[src/design/pcix_status_defs.svh]
// Offsets, field positions, reset values and command codes for the bridge status block.
`ifndef PCIX_STATUS_DEFS_SVH
`define PCIX_STATUS_DEFS_SVH

`define REG_PRIMARY_BRIDGE_STATUS 8'h84
`define REG_UPSTREAM_SPLIT_COMMITMENT 8'h88

`define CMD_CFG_READ 4'ha
`define CMD_CFG_WRITE 4'hb
`define CFG_TYPE0 2'h0

`define FUNC_NUMBER_RESET 3'h0
`define DEV_NUMBER_RESET 5'h1f
`define BUS_NUMBER_RESET 8'hff

`define BIT_WIDE_64 16
`define BIT_CAP_133 17
`define BIT_SC_DISCARDED 18
`define BIT_UNEXP_SC 19
`define BIT_SC_OVERRUN 20
`define BIT_REQ_DELAYED 21

`define CAP_WIDE_64 1'h1
`define CAP_133 1'h1

`define SPLIT_CAPABILITY 16'h0010
`define SPLIT_LIMIT_RESET 16'h0010
`define SPLIT_LIMIT_UNLIMITED 16'hffff

`endif

[src/design/pcix_status_pkg.sv]
// Types shared by the bridge status and split commitment logic.
package pcix_status_pkg;

    typedef struct packed {
        logic [7:0] bus;
        logic [4:0] dev;
        logic [2:0] func;
    } completer_id_s;

    typedef struct packed {
        logic valid;
        logic [3:0] cmd;
        logic idsel;
        logic [31:0] addr;
        logic [3:0] byte_en;
        logic [31:0] wdata;
    } cfg_req_s;

    typedef struct packed {
        logic valid;
        logic [31:0] data;
    } cfg_rsp_s;

    typedef struct packed {
        logic valid;
        logic [15:0] adq;
    } split_req_s;

    typedef struct packed {
        completer_id_s id;
        logic unexp_sc;
        logic req_delayed;
        logic [15:0] limit;
        cfg_rsp_s rsp;
    } status_state_s;

    typedef struct packed {
        logic [16:0] committed;
    } commit_state_s;

endpackage : pcix_status_pkg

[src/design/split_commit_gate.sv]
// Tracks committed completion space and decides whether a split request may go on.
`timescale 1ns/1ns
`include "pcix_status_defs.svh"

module split_commit_gate
    import pcix_status_pkg::*;
(
    input wire logic ref_clk,
    input wire logic sys_rst,
    input wire logic [15:0] limit,
    input split_req_s req,
    input split_req_s release_adq,
    output logic forward,
    output logic delayed,
    output logic [16:0] committed
);

    commit_state_s state;
    commit_state_s next_state;
    logic [16:0] wanted;
    logic [16:0] freed;

    // ****************************************************************
    // Admission decision
    // ****************************************************************
    always_comb
    begin
        wanted = state.committed + {1'b0, req.adq};
        forward = req.valid && ((limit == `SPLIT_LIMIT_UNLIMITED) || (wanted <= {1'b0, limit}));
        delayed = req.valid && !forward;
        freed = release_adq.valid ? {1'b0, release_adq.adq} : 17'h00000;
        next_state = state;
        // Release is clamped so a stray completion cannot wrap the count below zero.
        if (freed > state.committed)
        begin
            next_state.committed = 17'h00000;
        end
        else
        begin
            next_state.committed = state.committed - freed;
        end
        if (forward)
        begin
            next_state.committed = next_state.committed + {1'b0, req.adq};
        end
    end

    always_ff @(posedge ref_clk or posedge sys_rst)
    begin
        if (sys_rst)
        begin
            state <= '0;
        end
        else
        begin
            state <= next_state;
        end
    end

    assign committed = state.committed;

endmodule : split_commit_gate

[src/design/pcix_bridge_status_split_limit.sv]
// Primary bridge status and upstream split commitment configuration registers.
//
// Overview of operation
// - Function number, bits 2:0, read-only, resets to zero.
// - Addressed config write loads device number bits 7:3 from AD[15:11]; resets ones.
// - Addressed means config write, IDSEL, AD[1:0]=00, AD[10:8] equals function.
// - Bits 15:8 mirror primary bus number register; reset all ones.
// - Split completion completer ID built from bus, device, function fields.
// - Same identity fields also used in conventional PCI mode.
// - Bit 16 reports a 64-bit primary interface.
// - Bit 17 reports 133MHz capable; writes never change it.
// - Bits 18 and 20 read-only, reset zero, writes ignored.
// - Bit 19 sets on split completion matching own ID; write one clears.
// - Bit 21 sets when a split request is delayed by limit; write one clears.
// - Bits 15:0 of upstream register read capability 0010h ADQs.
// - Bits 31:16 hold read-write commitment limit, reset 0010h.
// - Limit FFFFh forwards every split request regardless of space.
`timescale 1ns/1ns
`include "pcix_status_defs.svh"

module pcix_bridge_status_split_limit
    import pcix_status_pkg::*;
(
    input wire logic ref_clk,
    input wire logic sys_rst,
    input cfg_req_s cfg_req,
    output cfg_rsp_s cfg_rsp,
    input wire logic [7:0] primary_bus_number,
    input split_req_s split_req,
    input split_req_s split_release,
    output logic split_forward,
    output logic split_delayed,
    output logic [16:0] split_committed,
    input wire logic split_cpl_valid,
    input completer_id_s split_cpl_requester,
    output completer_id_s completer_id
);

    status_state_s state;
    status_state_s next_state;
    logic type0_hit;
    logic cfg_write_hit;
    logic cfg_read_hit;
    logic [7:0] reg_offset;
    logic unexp_event;
    logic gate_delayed;

    // ****************************************************************
    // Helpers
    // ****************************************************************

    // Register word offset of a type-0 configuration address.
    function automatic logic [7:0] word_offset(input logic [31:0] addr);
        word_offset = {addr[7:2], 2'b00};
    endfunction : word_offset

    // Builds the read image of the primary bridge status register.
    function automatic logic [31:0] status_image(input status_state_s s);
        logic [31:0] img;
        img = 32'h00000000;
        img[2:0] = s.id.func;
        img[7:3] = s.id.dev;
        img[15:8] = s.id.bus;
        img[`BIT_WIDE_64] = `CAP_WIDE_64;
        img[`BIT_CAP_133] = `CAP_133;
        img[`BIT_SC_DISCARDED] = 1'b0;
        img[`BIT_SC_OVERRUN] = 1'b0;
        img[`BIT_UNEXP_SC] = s.unexp_sc;
        img[`BIT_REQ_DELAYED] = s.req_delayed;
        status_image = img;
    endfunction : status_image

    // Builds the read image of the upstream split commitment register.
    function automatic logic [31:0] split_image(input status_state_s s);
        split_image = {s.limit, `SPLIT_CAPABILITY};
    endfunction : split_image

    // ****************************************************************
    // Commitment gate
    // ****************************************************************
    split_commit_gate u_gate (
        .ref_clk(ref_clk),
        .sys_rst(sys_rst),
        .limit(state.limit),
        .req(split_req),
        .release_adq(split_release),
        .forward(split_forward),
        .delayed(gate_delayed),
        .committed(split_committed)
    );

    assign split_delayed = gate_delayed;

    // ****************************************************************
    // Address decode
    // ****************************************************************
    always_comb
    begin
        type0_hit = cfg_req.valid && cfg_req.idsel && (cfg_req.addr[1:0] == `CFG_TYPE0) &&
                    (cfg_req.addr[10:8] == state.id.func);
        cfg_write_hit = type0_hit && (cfg_req.cmd == `CMD_CFG_WRITE);
        cfg_read_hit = type0_hit && (cfg_req.cmd == `CMD_CFG_READ);
        reg_offset = word_offset(cfg_req.addr);
        unexp_event = split_cpl_valid && (split_cpl_requester == state.id);
    end

    // ****************************************************************
    // Next state
    // ****************************************************************
    always_comb
    begin
        next_state = state;
        next_state.rsp.valid = 1'b0;

        next_state.id.bus = primary_bus_number;

        if (cfg_write_hit)
        begin
            // capture device number on any addressed write
            next_state.id.dev = cfg_req.addr[15:11];
            if (reg_offset == `REG_PRIMARY_BRIDGE_STATUS && cfg_req.byte_en[2])
            begin
                if (cfg_req.wdata[`BIT_UNEXP_SC])
                begin
                    next_state.unexp_sc = 1'b0;
                end
                if (cfg_req.wdata[`BIT_REQ_DELAYED])
                begin
                    next_state.req_delayed = 1'b0;
                end
            end
            if (reg_offset == `REG_UPSTREAM_SPLIT_COMMITMENT)
            begin
                // limit is read-write per byte lane
                if (cfg_req.byte_en[2])
                begin
                    next_state.limit[7:0] = cfg_req.wdata[23:16];
                end
                if (cfg_req.byte_en[3])
                begin
                    next_state.limit[15:8] = cfg_req.wdata[31:24];
                end
            end
        end

        // Setting events are applied after the clear so a simultaneous event is kept.
        // set unexpected completion
        if (unexp_event)
        begin
            next_state.unexp_sc = 1'b1;
        end
        if (gate_delayed)
        begin
            next_state.req_delayed = 1'b1;
        end

        if (cfg_read_hit)
        begin
            next_state.rsp.valid = 1'b1;
            case (reg_offset)
                `REG_PRIMARY_BRIDGE_STATUS:
                begin
                    next_state.rsp.data = status_image(state);
                end
                `REG_UPSTREAM_SPLIT_COMMITMENT:
                begin
                    next_state.rsp.data = split_image(state);
                end
                default:
                begin
                    // Offsets outside this block read as zero.
                    next_state.rsp.data = 32'h00000000;
                end
            endcase
        end
    end

    // ****************************************************************
    // State register
    // ****************************************************************
    always_ff @(posedge ref_clk or posedge sys_rst)
    begin
        if (sys_rst)
        begin
            state.id.func <= `FUNC_NUMBER_RESET;
            state.id.dev <= `DEV_NUMBER_RESET;
            state.id.bus <= `BUS_NUMBER_RESET;
            state.unexp_sc <= 1'b0;
            state.req_delayed <= 1'b0;
            state.limit <= `SPLIT_LIMIT_RESET;
            state.rsp <= '0;
        end
        else
        begin
            state <= next_state;
        end
    end

    // ****************************************************************
    // Outputs
    // ****************************************************************
    assign cfg_rsp = state.rsp;

    // The identity is offered as one word so the completion builder and the
    // conventional-mode path cannot drift apart.
    // completer ID source
    assign completer_id = state.id;

endmodule : pcix_bridge_status_split_limit

[config.mk]
export PLATFORM = sky130hd
export DESIGN_NAME = pcix_bridge_status_split_limit
export DESIGN_NICKNAME = d
export VERILOG_FILES = /design/src/design/pcix_status_pkg.sv /design/src/design/split_commit_gate.sv /design/src/design/pcix_bridge_status_split_limit.sv
export VERILOG_INCLUDE_DIRS = /design/src /design/src/design
export SDC_FILE = /design/constraint.sdc
export NUM_CORES = 1
export LEC_CHECK = 0
export BUFFER_PORTS_ARGS = -buffer_cell sky130_fd_sc_hd__buf_4
export CORE_UTILIZATION = 47
export DETAILED_ROUTE_END_ITERATION = 16
export GPL_ROUTABILITY_DRIVEN = 1
export PLACE_DENSITY = 0.88
export SLEW_MARGIN = 20
export SYNTH_ARGS = -nofsm -noshare
export SYNTH_HDL_FRONTEND = slang
export SYNTH_SLANG_ARGS = --single-unit
[constraint.sdc]
create_clock -name ref_clk -period 5.8 [get_ports ref_clk]
set_clock_uncertainty 0.15 [all_clocks]
set_input_delay 1.16 -clock ref_clk [delete_from_list [all_inputs] [get_ports ref_clk]]
set_output_delay 1.16 -clock ref_clk [all_outputs]
set_load 0.03 [all_outputs]
=== After elaboration in Yosys (flattened, before gate mapping) ===
Cells that the tools add are included.

* Output and inout port bits: 68
* Bits of input ports: 135
* Word-level logic and storage cells: 57
* Register bits: 81

* Equality and inequality tests: 6
* $add $sub $neg: 3
* Reduce and logical (&&, ||, !) cells: 23
* Order comparisons: 2
* Muxes and demuxes: 14

{| class="wikitable"
|+ Operators with widths
! cell !! count
|-
| case mux 32 bit (2 select lines) || 1
|-
| adder 17 x 16 -> 17 bit || 2
|-
| 2-to-1 mux 17 bit || 2
|-
| 2-to-1 mux 33 bit || 1
|-
| 2-to-1 mux 16 bit || 2
|-
| 2-to-1 mux 18 bit || 1
|-
| greater-than comparator 17 bit || 1
|-
| <= comparator 17 x 16 -> 1 bit || 1
|-
| subtractor 17 bit || 1
|-
| == test 16 bit || 1
|-
| == test 16 bit (second input constant) || 1
|-
| 2-to-1 mux 8 bit || 2
|-
| == test 6 bit (second input constant) || 2
|-
| AND reduction 3 bit || 4
|-
| nonzero test 2 bit || 6
|-
| logical AND 1 bit || 9
|-
| == test 4 bit (second input constant) || 2
|-
| 2-to-1 mux 1 bit || 4
|-
| zero test 3 bit || 1
|-
| zero test 2 bit || 1
|-
| 2-to-1 mux 2 bit || 1
|-
| zero test 1 bit || 1
|-
| logical OR 1 bit || 1
|}

=== Longest topological paths before layout ===
Gate-level depths: netlist of the first run.

* Depth in word-level cells: 8
* Depth in mapped cells: 21
* Gate-level depth less buffers: 20

=== Hierarchy ===
A second synthesis of the first run with hierarchy kept.

* Cells, all modules: 675
* Area total of the unflattened synthesis: 6357.3 um2

{| class="wikitable"
|+ By module, submodules not included
! module !! cells an instance !! seq. area each (um2) !! instances !! area an instance (um2)
|-
| split_commit_gate || 410 || 425.4 || 1 || 3403.3
|-
| pcix_bridge_status_split_limit || 265 || 1544.0 || 1 || 2954.1
|}

=== Worst setup path before layout of the first run ===
OpenSTA, ideal clock, no wires.

* Kind: input port to output port
* Start: input port split_req[0] in the netlist's numbering
* End: output port split_delayed
* Data required time: 4490 ps
* Arrival: 4790 ps
* Stages: 18
* Path buffers: 0
* Slack: -300 ps
* Cell sequence: ha_1 > inv_1 > fa_1 > nor2b_1 > o31a_1 > o211ai_1 > a21oi_1 > or2_2 > a21o_1 > a21oi_1 > xnor2_1 > ha_1 > nand3_1 > nor4b_1 > o211ai_1 > o211ai_1 > a31oi_4 > a21boi_0

* Word-level cells in the longest chain between the ends: 6

{| class="wikitable"
|+ RTL lines
! item !! line !! source
|-
| start: declaration || pcix_bridge_status_split_limit.sv:29 || <nowiki>input split_req_s split_req,</nowiki>
|-
| adder 17 x 16 -> 17 bit || split_commit_gate.sv:28 || <nowiki>wanted = state.committed + {1'b0, req.adq};</nowiki>
|-
| <= comparator 17 x 16 -> 1 bit || split_commit_gate.sv:29 || <nowiki>forward = req.valid && ((limit == `SPLIT_LIMIT_UNLIMITED) || (wanted <= {1'b0, limit}));</nowiki>
|-
| logical OR 1 bit || split_commit_gate.sv:29 ||
|-
| logical AND 1 bit || split_commit_gate.sv:29 ||
|-
| zero test 1 bit || split_commit_gate.sv:30 || <nowiki>delayed = req.valid && !forward;</nowiki>
|-
| logical AND 1 bit || split_commit_gate.sv:30 ||
|-
| end: declaration || pcix_bridge_status_split_limit.sv:32 || <nowiki>output logic split_delayed,</nowiki>
|}

No other way between the ends.

=== Worst setup path after layout of the first run ===
Ends and elaborated chain as after synthesis.

==> results of run 1 <==
-- per-layer routing --
layer  track usage  vias to the layer above  wire (um)
li1              -                     2702          -
met3       0.02578                       36        771
met1        0.2970                     2638       6960
met4       0.08604                        0        407
met5             0                        -          0
met2        0.4283                      182       8347
-- cell type report --
class / count / area share
Multi-Input combinational cell: 518 / 0.4778
Sequential cell: 78 / 0.2462
Timing Repair Buffer: 207 / 0.1962
Clock buffer: 10 / 0.02863
Tap cell: 172 / 0.02691
Inverter: 32 / 0.01549
Clock inverter: 6 / 0.008761
-- registers in the layout (all words and copies together), names as in the netlist --
signal and cells:
cfg_rsp 30, completer_id 13, state 18, u_gate.committed 17
-- power groups by stage --
stage,Combinational [mW],Sequential [mW],Clock (mW)
6_report,3.03,0.692,0.572
5_1_grt,3.32,0.698,0.603
4_1_cts,2.97,0.691,0.575
3_5_place_dp,2.88,0.698,0
3_3_place_gp,2.77,0.698,0
2_1_floorplan,2.07,0.778,0
-- per-stage QoR --
| step | hold slack (ns) | area [um2] |
|---|---|---|
| detailed placement | 0.3070 | 7567 |
| floorplan | 0.2900 | 6281 |
| global route | 0.3564 | 7998 |
| CTS | 0.3213 | 7974 |
| global placement | 0.3021 | 7567 |
| finish | 0.3186 | 7998 |
-- worst max-delay path, cell delays in order --
cell and delay (ns):
buf_8 0.10, ha_4 0.15, inv_2 0.05, fa_2 0.20, nor2b_2 0.05, o31a_1 0.26
o211ai_1 0.29, a21oi_1 0.14, or2_4 0.27, a21o_1 0.18, a21oi_2 0.13, xnor2_1 0.09
ha_1 0.30, nand3_2 0.10, nor4b_4 0.26, o211ai_1 0.15, o211ai_1 0.16, a31oi_4 0.16
a21boi_2 0.24, buf_6 0.16
-- layout by cell type, fill, tap and decap left out, drive strengths merged, types with 4 or more instances in the layout --
| master | n |
|---|---|
| o21a | 11 |
| nand4 | 10 |
| nor2b | 6 |
| inv | 32 |
| nand2b | 4 |
| and3 | 4 |
| nor3 | 15 |
| dfrtp | 64 |
| a21oi | 38 |
| nand3 | 41 |
| ha | 64 |
| xnor2 | 34 |
| o2111ai | 5 |
| dfstp | 14 |
| a211oi | 7 |
| clkbuf | 10 |
| mux2 | 32 |
| xor2 | 13 |
| nor2 | 41 |
| and2 | 9 |
| a21o | 14 |
| conb | 6 |
| o21ai | 22 |
| nand2 | 86 |
| o211ai | 6 |
| buf | 207 |
| a31oi | 4 |
-- how the worst max path moves through the flow --
| stage | start | slack (ns) | depth (start not counted) | end |
|---|---|---|---|---|
| after CTS | split_req[0] | -0.1 | 20 | split_delayed |
| final | split_req[0] | -0.11 | 20 | split_delayed |
| after global placement | split_req[0] | -0.23 | 20 | split_delayed |
| after floorplan | split_req[0] | 0.11 | 19 | split_forward |
| after detailed placement | split_req[0] | -0.37 | 20 | split_delayed |
| after global routing | split_req[0] | -0.27 | 20 | split_delayed |
-- cell families (layout without fill, tap and decap cells) --
kind of cell,count (synthesis),after routing,synth area share
XOR/XNOR,47,47,0.06577
other,1,6,0.0005992
AO/OA/AOI/OAI,129,129,0.1411
AND/OR/NAND/NOR,235,235,0.1849
buffers and inverters,93,255,0.08916
flip-flops,78,78,0.3147
multiplexers,34,34,0.06617
adder cells (fa/ha/maj),67,67,0.1375
-- synth_stat cells, types with 3 or more instances --
library cell,number,area share
a211oi_1,6,0.0072
a21boi_0,3,0.0036
a21o_1,12,0.014
a21oi_1,38,0.030
a31oi_1,3,0.0030
and2_1,8,0.0080
buf_4,49,0.059
clkbuf_1,9,0.0054
dfrtp_1,64,0.26
dfstp_2,14,0.059
fa_1,3,0.0096
ha_1,64,0.13
inv_1,30,0.018
mux2_2,23,0.041
mux2_4,9,0.022
nand2_1,86,0.052
nand2b_1,4,0.0040
nand3_1,40,0.032
nand4_1,10,0.010
nor2_1,41,0.025
nor2b_1,5,0.0050
nor3_1,14,0.011
nor4b_1,3,0.0042
o2111ai_1,5,0.0070
o211ai_1,6,0.0072
o21a_1,11,0.013
o21ai_0,22,0.018
o31ai_1,3,0.0036
or3_1,3,0.0030
xnor2_1,34,0.048
xor2_1,13,0.018
-- timing repair --
| action | in CTS | in global routing |
|---|---|---|
| pin swaps | 18 | 12 |
| resized for setup | 18 | 2 |
| endpoints found under the setup margin | 2 | 3 |
| cloned | 0 | 0 |
| setup buffers | 4 | 2 |
==> impl_metrics.csv, run 1 <==
group,metric,value,unit
pwr,clkPwrFrac,0.133,
final_layout,finalNonFillerCells,1023,
worst_setup_path,worst_setup_path_start_kind,"input port",
worst_setup_path,rrSetupSlack,1.05,ns
timing,setup_tns,-0.1795,ns
timing,worst_slack,-0.1116,ns
final_layout,fin_util,0.6236,
routing,routedWlPerCell,16.12,um
global_routing,overflow,0,
clocking,cts_tree,"yes",
global_routing,grt_max_degree,53,
floorplanning,chipWidth,117.4,um
worst_hold_path,holdPathEnd,"cfg_rsp[10]",
final_layout,num_antenna_cells,0,
pwr,switching_power,1.902,mW
timing,hold_viol,0,
logic_synthesis,ys.flop_type,"dfrtp_1",
timing,setup_viol,2,
final_layout,seqCellArea,0.001969,mm2
clocking,root_buffer,"clkbuf_16",
worst_hold_path,whs_path_depth,2,
clocking,clk_latency,0.33,ns
worst_setup_path,cp_data_required_time,4.49,ns
logic_synthesis,ys_async_sr_fraction,1.000,
global_routing,antenna_found_initial,0,
logic_synthesis,ys_seq_area_frac,0.3147,
global_routing,grt_use_total,0.2398,
final_layout,drive_gt1_frac,0.3514,
timing,rsz0062_at_grt,"yes",
clocking,numCtsBuffers,9,
placed_design,dp_cells,1001,
timing,max_freq,0.1692,GHz
floorplanning,rows,41,
worst_setup_path,cp_max_fo,2,
pwr,power,4.296,mW
floorplanning,ios,203,
logic_synthesis,synthCells,684,
logic_synthesis,ys_warn_count,0,
routing,viasPerCell,5.433,
global_routing,grt_pass1_vias,5682,
placed_design,post-place-ws,-0.3703,ns
timing,post-route-min-period,5.912,ns
worst_setup_path,ff2ff_path_depth,20,
final_layout,nFillCells,1086,
placed_design,port_buffers,162,
flow_run,maxCapViolations,0,
routing,drtIter0Drc,371,
logic_synthesis,synth_area,0.006259,mm2
logic_synthesis,synthDistinctLibCells,67,
pwr,switching_share,0.4429,
clocking,cts.sinks,78,
pwr,p_leak,3.952,nW
routing,drc_errors,0,
clocking,clk_pin_slew,0.06,ns
worst_setup_path,path_class,"in -> out",
floorplanning,coreArea,0.01282,mm2
placed_design,place_congestion,0.8686,
clocking,htree_levels,3,
timing,relSlewSlack,0.4152,
final_layout,multi_input_area,0.003821,mm2
routing,routed-via-count,5558,
timing,period_share,1.019,
logic_synthesis,syn_avg_cell_area,9.150,um2
final_layout,areaGrowthSynthToFinish,27.79,%
floorplanning,die_area,0.01378,mm2
timing,worst_pin_slew,0.8762,ns
pwr,comb_power_share,0.706,
clocking,cts.path.max_buffers,2,
floorplanning,die_y,117.4,um
logic_synthesis,synth_edf_count,0,
routing,drtPass1Iterations,4,
worst_hold_path,hold_class,"reg -> reg",
worst_setup_path,timing.rr.end,"u_gate.committed[14]",
logic_synthesis,synth-seq-cells,78,
pwr,p_int,2.393,mW
worst_hold_path,hp-start,"cfg_rsp[10]",
pwr,p_per_area,537.1,mW/mm2
final_layout,layout.nets,1048,
pwr,seq_power_share,0.161,
timing,maxSlewViolCount,0,
worst_setup_path,r2r-start,"u_gate.committed[1]",
pwr,peakVddDrop,334.0,uV
floorplanning,start_util,0.4880,
global_routing,grt_pass1_wl,26.89,mm
routing,wl,16.49,mm
clocking,postCtsHoldBufs,0,
status,status,"finished with violations",
worst_setup_path,cp-end-kind,"primary output",
worst_setup_path,cp.arrival,4.60,ns
placed_design,dp_hpwl,12.96,mm
status,violations,"negative setup slack",
routing,detail-route-antenna-nets,0,
(Power assumes the default switching activity.)
==> run 2: changes to the inputs <==
CORE_UTILIZATION = 45   (was 47)
PLACE_DENSITY = 0.85   (was 0.88)
==> impl_metrics.csv, run 2 (synthesized netlist as in run 1, its figures left out) <==
group,metric,value,unit
final_layout,largest_reg_flops,30,
timing,worst_pin_slew,0.7663,ns
final_layout,num_antenna_cells,0,
routing,detail-route-antenna-nets,0,
global_routing,grt_use_total,0.2289,
floorplanning,ios,203,
worst_setup_path,worstPathCellList,"buf_8 -> ha_4 -> inv_2 -> fa_2 -> nor2b_2 -> o31a_1 -> o211ai_1 -> a21oi_1 -> or2_4 -> a21o_1 -> a21oi_2 -> xnor2_1 -> ha_1 -> nand3_2 -> nor4b_4 -> o211ai_1 -> o211ai_1 -> a31oi_4 -> a21boi_2 -> buf_6",
timing,maxSlewViolCount,0,
worst_hold_path,hold_class,"reg -> reg",
clocking,cts.path.max_buffers,2,
global_routing,grt_pass1_wl,26.09,mm
placed_design,port_buffers,162,
global_routing,antenna_found_initial,0,
timing,rsz0062_at_grt,"yes",
routing,drtPass1Iterations,5,
placed_design,post-place-ws,-0.3768,ns
timing,post-route-min-period,5.860,ns
timing,max_freq,0.1707,GHz
global_routing,overflow,0,
worst_setup_path,path_class,"in -> out",
clocking,cts.sinks,78,
clocking,clk_pin_slew,0.06,ns
worst_setup_path,crit_path_max_incr_delay,0.32,ns
status,violations,"negative setup slack",
routing,routedWlPerCell,15.74,um
final_layout,final_cell_mix,"buf_4 (198), nand2_1 (86), dfrtp_1 (64)",
final_layout,layout_commonest_cell,"buf_4",
clocking,cts_tree,"yes",
floorplanning,die_y,119.9,um
placed_design,post_dp_cell_area,0.007566,mm2
worst_setup_path,critPathSlowestCell,"ha_1",
pwr,p_leak,3.922,nW
final_layout,areaGrowthSynthToFinish,26.91,%
floorplanning,rows,42,
timing,hold_viol,0,
final_layout,layout.nets,1043,
floorplanning,coreArea,0.01340,mm2
final_layout,fin_util,0.5927,
worst_setup_path,worst_setup_path_start_kind,"input port",
status,status,"finished with violations",
flow_run,maxCapViolations,0,
final_layout,fin_area,0.007943,mm2
routing,drc_errors,0,
worst_setup_path,cp_max_fo,2,
global_routing,grt_max_degree,79,
worst_setup_path,cp-end-kind,"primary output",
placed_design,place_congestion,0.8625,
final_layout,drive_gt1_frac,0.3452,
worst_setup_path,cp_data_required_time,4.49,ns
placed_design,dp_hpwl,12.81,mm
timing,period_share,1.010,
clocking,htree_levels,3,
timing,worst_slack,-0.05954,ns
floorplanning,chipWidth,119.9,um
clocking,root_buffer,"clkbuf_16",
pwr,p_per_area,530.2,mW/mm2
timing,relSlewSlack,0.4873,
pwr,peakVddDrop,416.8,uV
worst_setup_path,critPathTopFamily,"compound AO/OA/AOI/OAI gates",
routing,wl,16.09,mm
routing,viasPerCell,5.413,
clocking,numCtsBuffers,9,
worst_setup_path,cp.arrival,4.55,ns
timing,setup_viol,1,
floorplanning,die_area,0.01438,mm2
routing,drtIter0Drc,311,
clocking,clk_latency,0.34,ns
routing,routed-via-count,5532,
worst_setup_path,cp.buffers_inverters,3,
worst_setup_path,path_common_cell,"o211ai_1",
global_routing,grt_pass1_vias,5419,
floorplanning,start_util,0.4670,
-- run 2: routing by layer --
metal	vias up	share of wire	wire length (um)	global-route usage
li1	2689	-	-	-
met1	2626	0.42	6721	0.2939
met2	182	0.50	8062	0.3890
met3	35	0.054	862	0.02471
met4	0	0.027	441	0.09688
met5	-	0	0	0
-- run 2: final cells by class --
class | instances | area, um2
clock buffer | 12 | 236.5
timing repair buffer | 202 | 1535
clock inverter | 4 | 33.78
inverter | 32 | 123.9
sequential | 78 | 1969
tap | 176 | 220.2
multi-input combinational | 518 | 3824
fill | 1176 | 5458
-- run 2: worst paths after layout --
check                      slack (ns)                    to           startpoint  cells past startpoint
hold / removal                   0.32           cfg_rsp[26]          cfg_rsp[26]                      2
hold reg to reg                  0.32           cfg_rsp[26]          cfg_rsp[26]                      2
setup / recovery                -0.06         split_delayed         split_req[0]                     20
max in group asynchronous        4.16             state[46]              sys_rst                      3
min in group asynchronous        0.85           cfg_rsp[17]              sys_rst                      3
setup reg to reg                 0.94  u_gate.committed[14]  u_gate.committed[1]                     20
-- run 2: stage by stage --
step	power, mW	hold slack [ns]	instances	TNS, ns
after floorplan	2.851	0.2900	689	0
after global placement	3.472	0.3018	1004	-0.4697
after detailed placement	3.578	0.3087	1004	-0.6868
after CTS	4.174	0.3226	1021	-0.1380
after global routing	4.550	0.3518	1022	-0.3556
final	4.211	0.3164	1022	-0.05954
-- run 2: power by group --
group	leakage (nW)	switching [mW]	total, mW	internal, mW
Clock	0.127	0.231	0.524	0.293
Combinational	2.78	1.58	2.99	1.41
Sequential	1.01	0.0752	0.693	0.618
-- run 2: what timing repair did --
| item | CTS | global route |
|---|---|---|
| pin swaps | 16 | 16 |
| endpoints found under the hold margin | 0 | 0 |
| setup endpoints to repair | 2 | 2 |
| gates resized for setup | 16 | 4 |
| hold buffers | 0 | 0 |
| buffers inserted | 1 | 1 |
| cloned | 0 | 0 |
-- run 2: worst register-to-register path, delay by kind of cell (launching register included) --
kind | cells | cell delay, ns
adders and majority gates | 3 | 0.94
buffers and inverters | 2 | 0.39
DFF | 1 | 0.45
and+or+nand+nor | 7 | 0.84
AOI/OAI and AO/OA | 8 | 1.96
==> run 3: changes to the inputs <==
--- a/config.mk
+++ b/config.mk
@@ -8,4 +8,5 @@
 export LEC_CHECK = 0
 export BUFFER_PORTS_ARGS = -buffer_cell sky130_fd_sc_hd__buf_4
+export CORE_MARGIN = 1.5
 export CORE_UTILIZATION = 45
 export DETAILED_ROUTE_END_ITERATION = 16
--- a/constraint.sdc
+++ b/constraint.sdc
@@ -3,3 +3,3 @@
 set_input_delay 1.16 -clock ref_clk [delete_from_list [all_inputs] [get_ports ref_clk]]
 set_output_delay 1.16 -clock ref_clk [all_outputs]
-set_load 0.03 [all_outputs]
+set_load 0.02 [all_outputs]
==> impl_metrics.csv, run 3 (synthesized netlist as in run 1, its figures left out) <==
group,metric,value,unit
status,status,"finished with violations",
status,violations,"negative setup slack",
pwr,comb_power_share,0.696,
timing,relSlewSlack,0.5225,
clocking,cts.sinks,78,
final_layout,areaGrowthSynthToFinish,27.01,%
flow_run,maxCapViolations,0,
floorplanning,rows,42,
clocking,postCtsHoldBufs,0,
pwr,p_int,2.356,mW
pwr,switching_power,1.800,mW
floorplanning,die_y,120.9,um
timing,worst_pin_slew,0.7136,ns
clocking,clk_pin_slew,0.07,ns
final_layout,drive_gt1_frac,0.3432,
clocking,numCtsBuffers,9,
routing,viasPerCell,5.357,
floorplanning,chipWidth,120.9,um
timing,worst_slack,-0.03312,ns
worst_setup_path,cp_max_fo,2,
routing,drc_errors,0,
worst_setup_path,worst_setup_path_start_kind,"input port",
clocking,root_buffer,"clkbuf_16",
worst_setup_path,cp.buffers_inverters,3,
timing,max_freq,0.1714,GHz
global_routing,met3_usage,0.03148,
worst_hold_path,hold_class,"reg -> reg",
worst_setup_path,path_common_cell,"o211ai_1",
global_routing,grt-busiest-layer,"met2",
final_layout,final_cell_mix,"buf_4 (197), nand2_1 (86), dfrtp_1 (64)",
routing,drtPass1Iterations,5,
floorplanning,start_util,0.4670,
routing,wl,16.03,mm
pwr,p_per_area,522.8,mW/mm2
routing,routed-via-count,5470,
placed_design,post_dp_cell_area,0.007540,mm2
global_routing,grt_max_degree,79,
placed_design,dp_hpwl,12.82,mm
timing,rsz0062_at_grt,"yes",
timing,hold_viol,0,
placed_design,port_buffers,162,
floorplanning,coreArea,0.01340,mm2
pwr,switching_share,0.4331,
final_layout,layout.nets,1042,
timing,setup_viol,1,
pwr,clkPwrFrac,0.137,
timing,maxSlewViolCount,0,
final_layout,num_antenna_cells,0,
final_layout,fin_util,0.5932,
pwr,peakVddDrop,316.2,uV
global_routing,grt_pass1_wl,25.44,mm
final_layout,largest_reg_flops,30,
pwr,seq_power_share,0.167,
clocking,clk_latency,0.33,ns
final_layout,fin_area,0.007949,mm2
routing,drtIter0Drc,358,
floorplanning,die_area,0.01462,mm2
global_routing,grt_use_total,0.2194,
global_routing,grt_pass1_vias,5358,
clocking,cts_tree,"yes",
routing,routedWlPerCell,15.70,um
final_layout,layout_commonest_cell,"buf_4",
worst_setup_path,worstPathCellList,"buf_8 -> ha_4 -> inv_2 -> fa_2 -> nor2b_2 -> o31a_1 -> o211ai_1 -> a21oi_1 -> or2_4 -> a21o_1 -> a21oi_2 -> xnor2_1 -> ha_1 -> nand3_2 -> nor4b_4 -> o211ai_1 -> o211ai_1 -> a31oi_4 -> a21boi_2 -> buf_6",
worst_setup_path,path_class,"in -> out",
placed_design,place_congestion,0.8987,
global_routing,gr-usage-met2,0.3857,
worst_setup_path,crit_path_max_incr_delay,0.32,ns
clocking,htree_levels,3,
clocking,cts.path.max_buffers,2,
global_routing,overflow,0,
worst_setup_path,cp-end-kind,"primary output",
worst_setup_path,critPathSlowestCell,"ha_1",
timing,period_share,1.006,
timing,post-route-min-period,5.833,ns
worst_setup_path,cp_data_required_time,4.49,ns
routing,detail-route-antenna-nets,0,
global_routing,antenna_found_initial,0,
floorplanning,ios,203,
pwr,p_leak,3.931,nW
global_routing,met1_usage,0.2767,
worst_setup_path,cp.arrival,4.52,ns
worst_setup_path,critPathTopFamily,"compound AO/OA/AOI/OAI gates",
run 3: changes by cell type in the layout (fill, tap and decap cells not counted), sizes merged:
cell / previous run / this run
inv: 32 / 33
bufinv: 0 / 1
clkbuf: 12 / 10
buf: 202 / 201
run 3: power by group through the flow:
stage	Clock, mW	Sequential (mW)	Combinational (mW)
after CTS	0.577	0.692	2.86
after global placement	0	0.698	2.70
after floorplan	0	0.738	2.06
after global routing	0.604	0.700	3.20
after detailed placement	0	0.699	2.80
final	0.569	0.693	2.89
run 3: cell type report:
class / instances / area (um2)
Multi-Input combinational cell: 518 / 3810
Tap cell: 176 / 220.2
Sequential cell: 78 / 1969
Inverter: 32 / 123.9
Timing Repair Buffer: 201 / 1528
Clock inverter: 6 / 68.82
Clock buffer: 10 / 229.0
Fill cell: 1173 / 5451
run 3: through the flow:
stage	TNS, ns	std cells	total power [mW]	hold WS, ns	worst slack [ns]
global route	-0.4366	1021	4.505	0.3443	-0.2460
finish	-0.03312	1021	4.156	0.3180	-0.03312
global placement	-0.3371	1001	3.395	0.3017	-0.1902
detailed placement	-0.5579	1001	3.501	0.3071	-0.3059
floorplan	0	689	2.796	0.2900	0.08081
CTS	-0.07200	1018	4.126	0.3214	-0.05402
run 3: worst paths after layout:
check                                          from                    to  slack (ns)  depth (start not counted)
worst min register to register          cfg_rsp[13]           cfg_rsp[13]        0.32                          2
min in group asynchronous                   sys_rst            cfg_rsp[8]        0.85                          3
worst min-delay path                    cfg_rsp[13]           cfg_rsp[13]        0.32                          2
max in group asynchronous                   sys_rst             state[46]        4.14                          3
worst max-delay path                   split_req[0]         split_delayed       -0.03                         20
worst max register to register  u_gate.committed[1]  u_gate.committed[15]        0.94                         17
run 3: worst register-to-register path, delay by kind of cell, from the launching register on:
family / cells / cell delay [ns]
simple gates: 5 / 1.08
compound gates: 8 / 2.14
fa+ha+maj: 2 / 0.56
flops: 1 / 0.45
xor+xnor: 1 / 0.10
mux: 1 / 0.26
run 3: what timing repair did:
item / 4_1_cts / 5_1_grt
setup endpoints to repair: 2 / 2
resized for setup: 15 / 3
pin swaps: 15 / 15
buffers inserted: 1 / 3
run 3: routing by layer:
| layer | share of wire | wire length (um) |
|---|---|---|
| met1 | 0.43 | 6943 |
| met4 | 0.018 | 282 |
| met5 | 0 | 0 |
| met2 | 0.49 | 7913 |
| met3 | 0.056 | 891 |
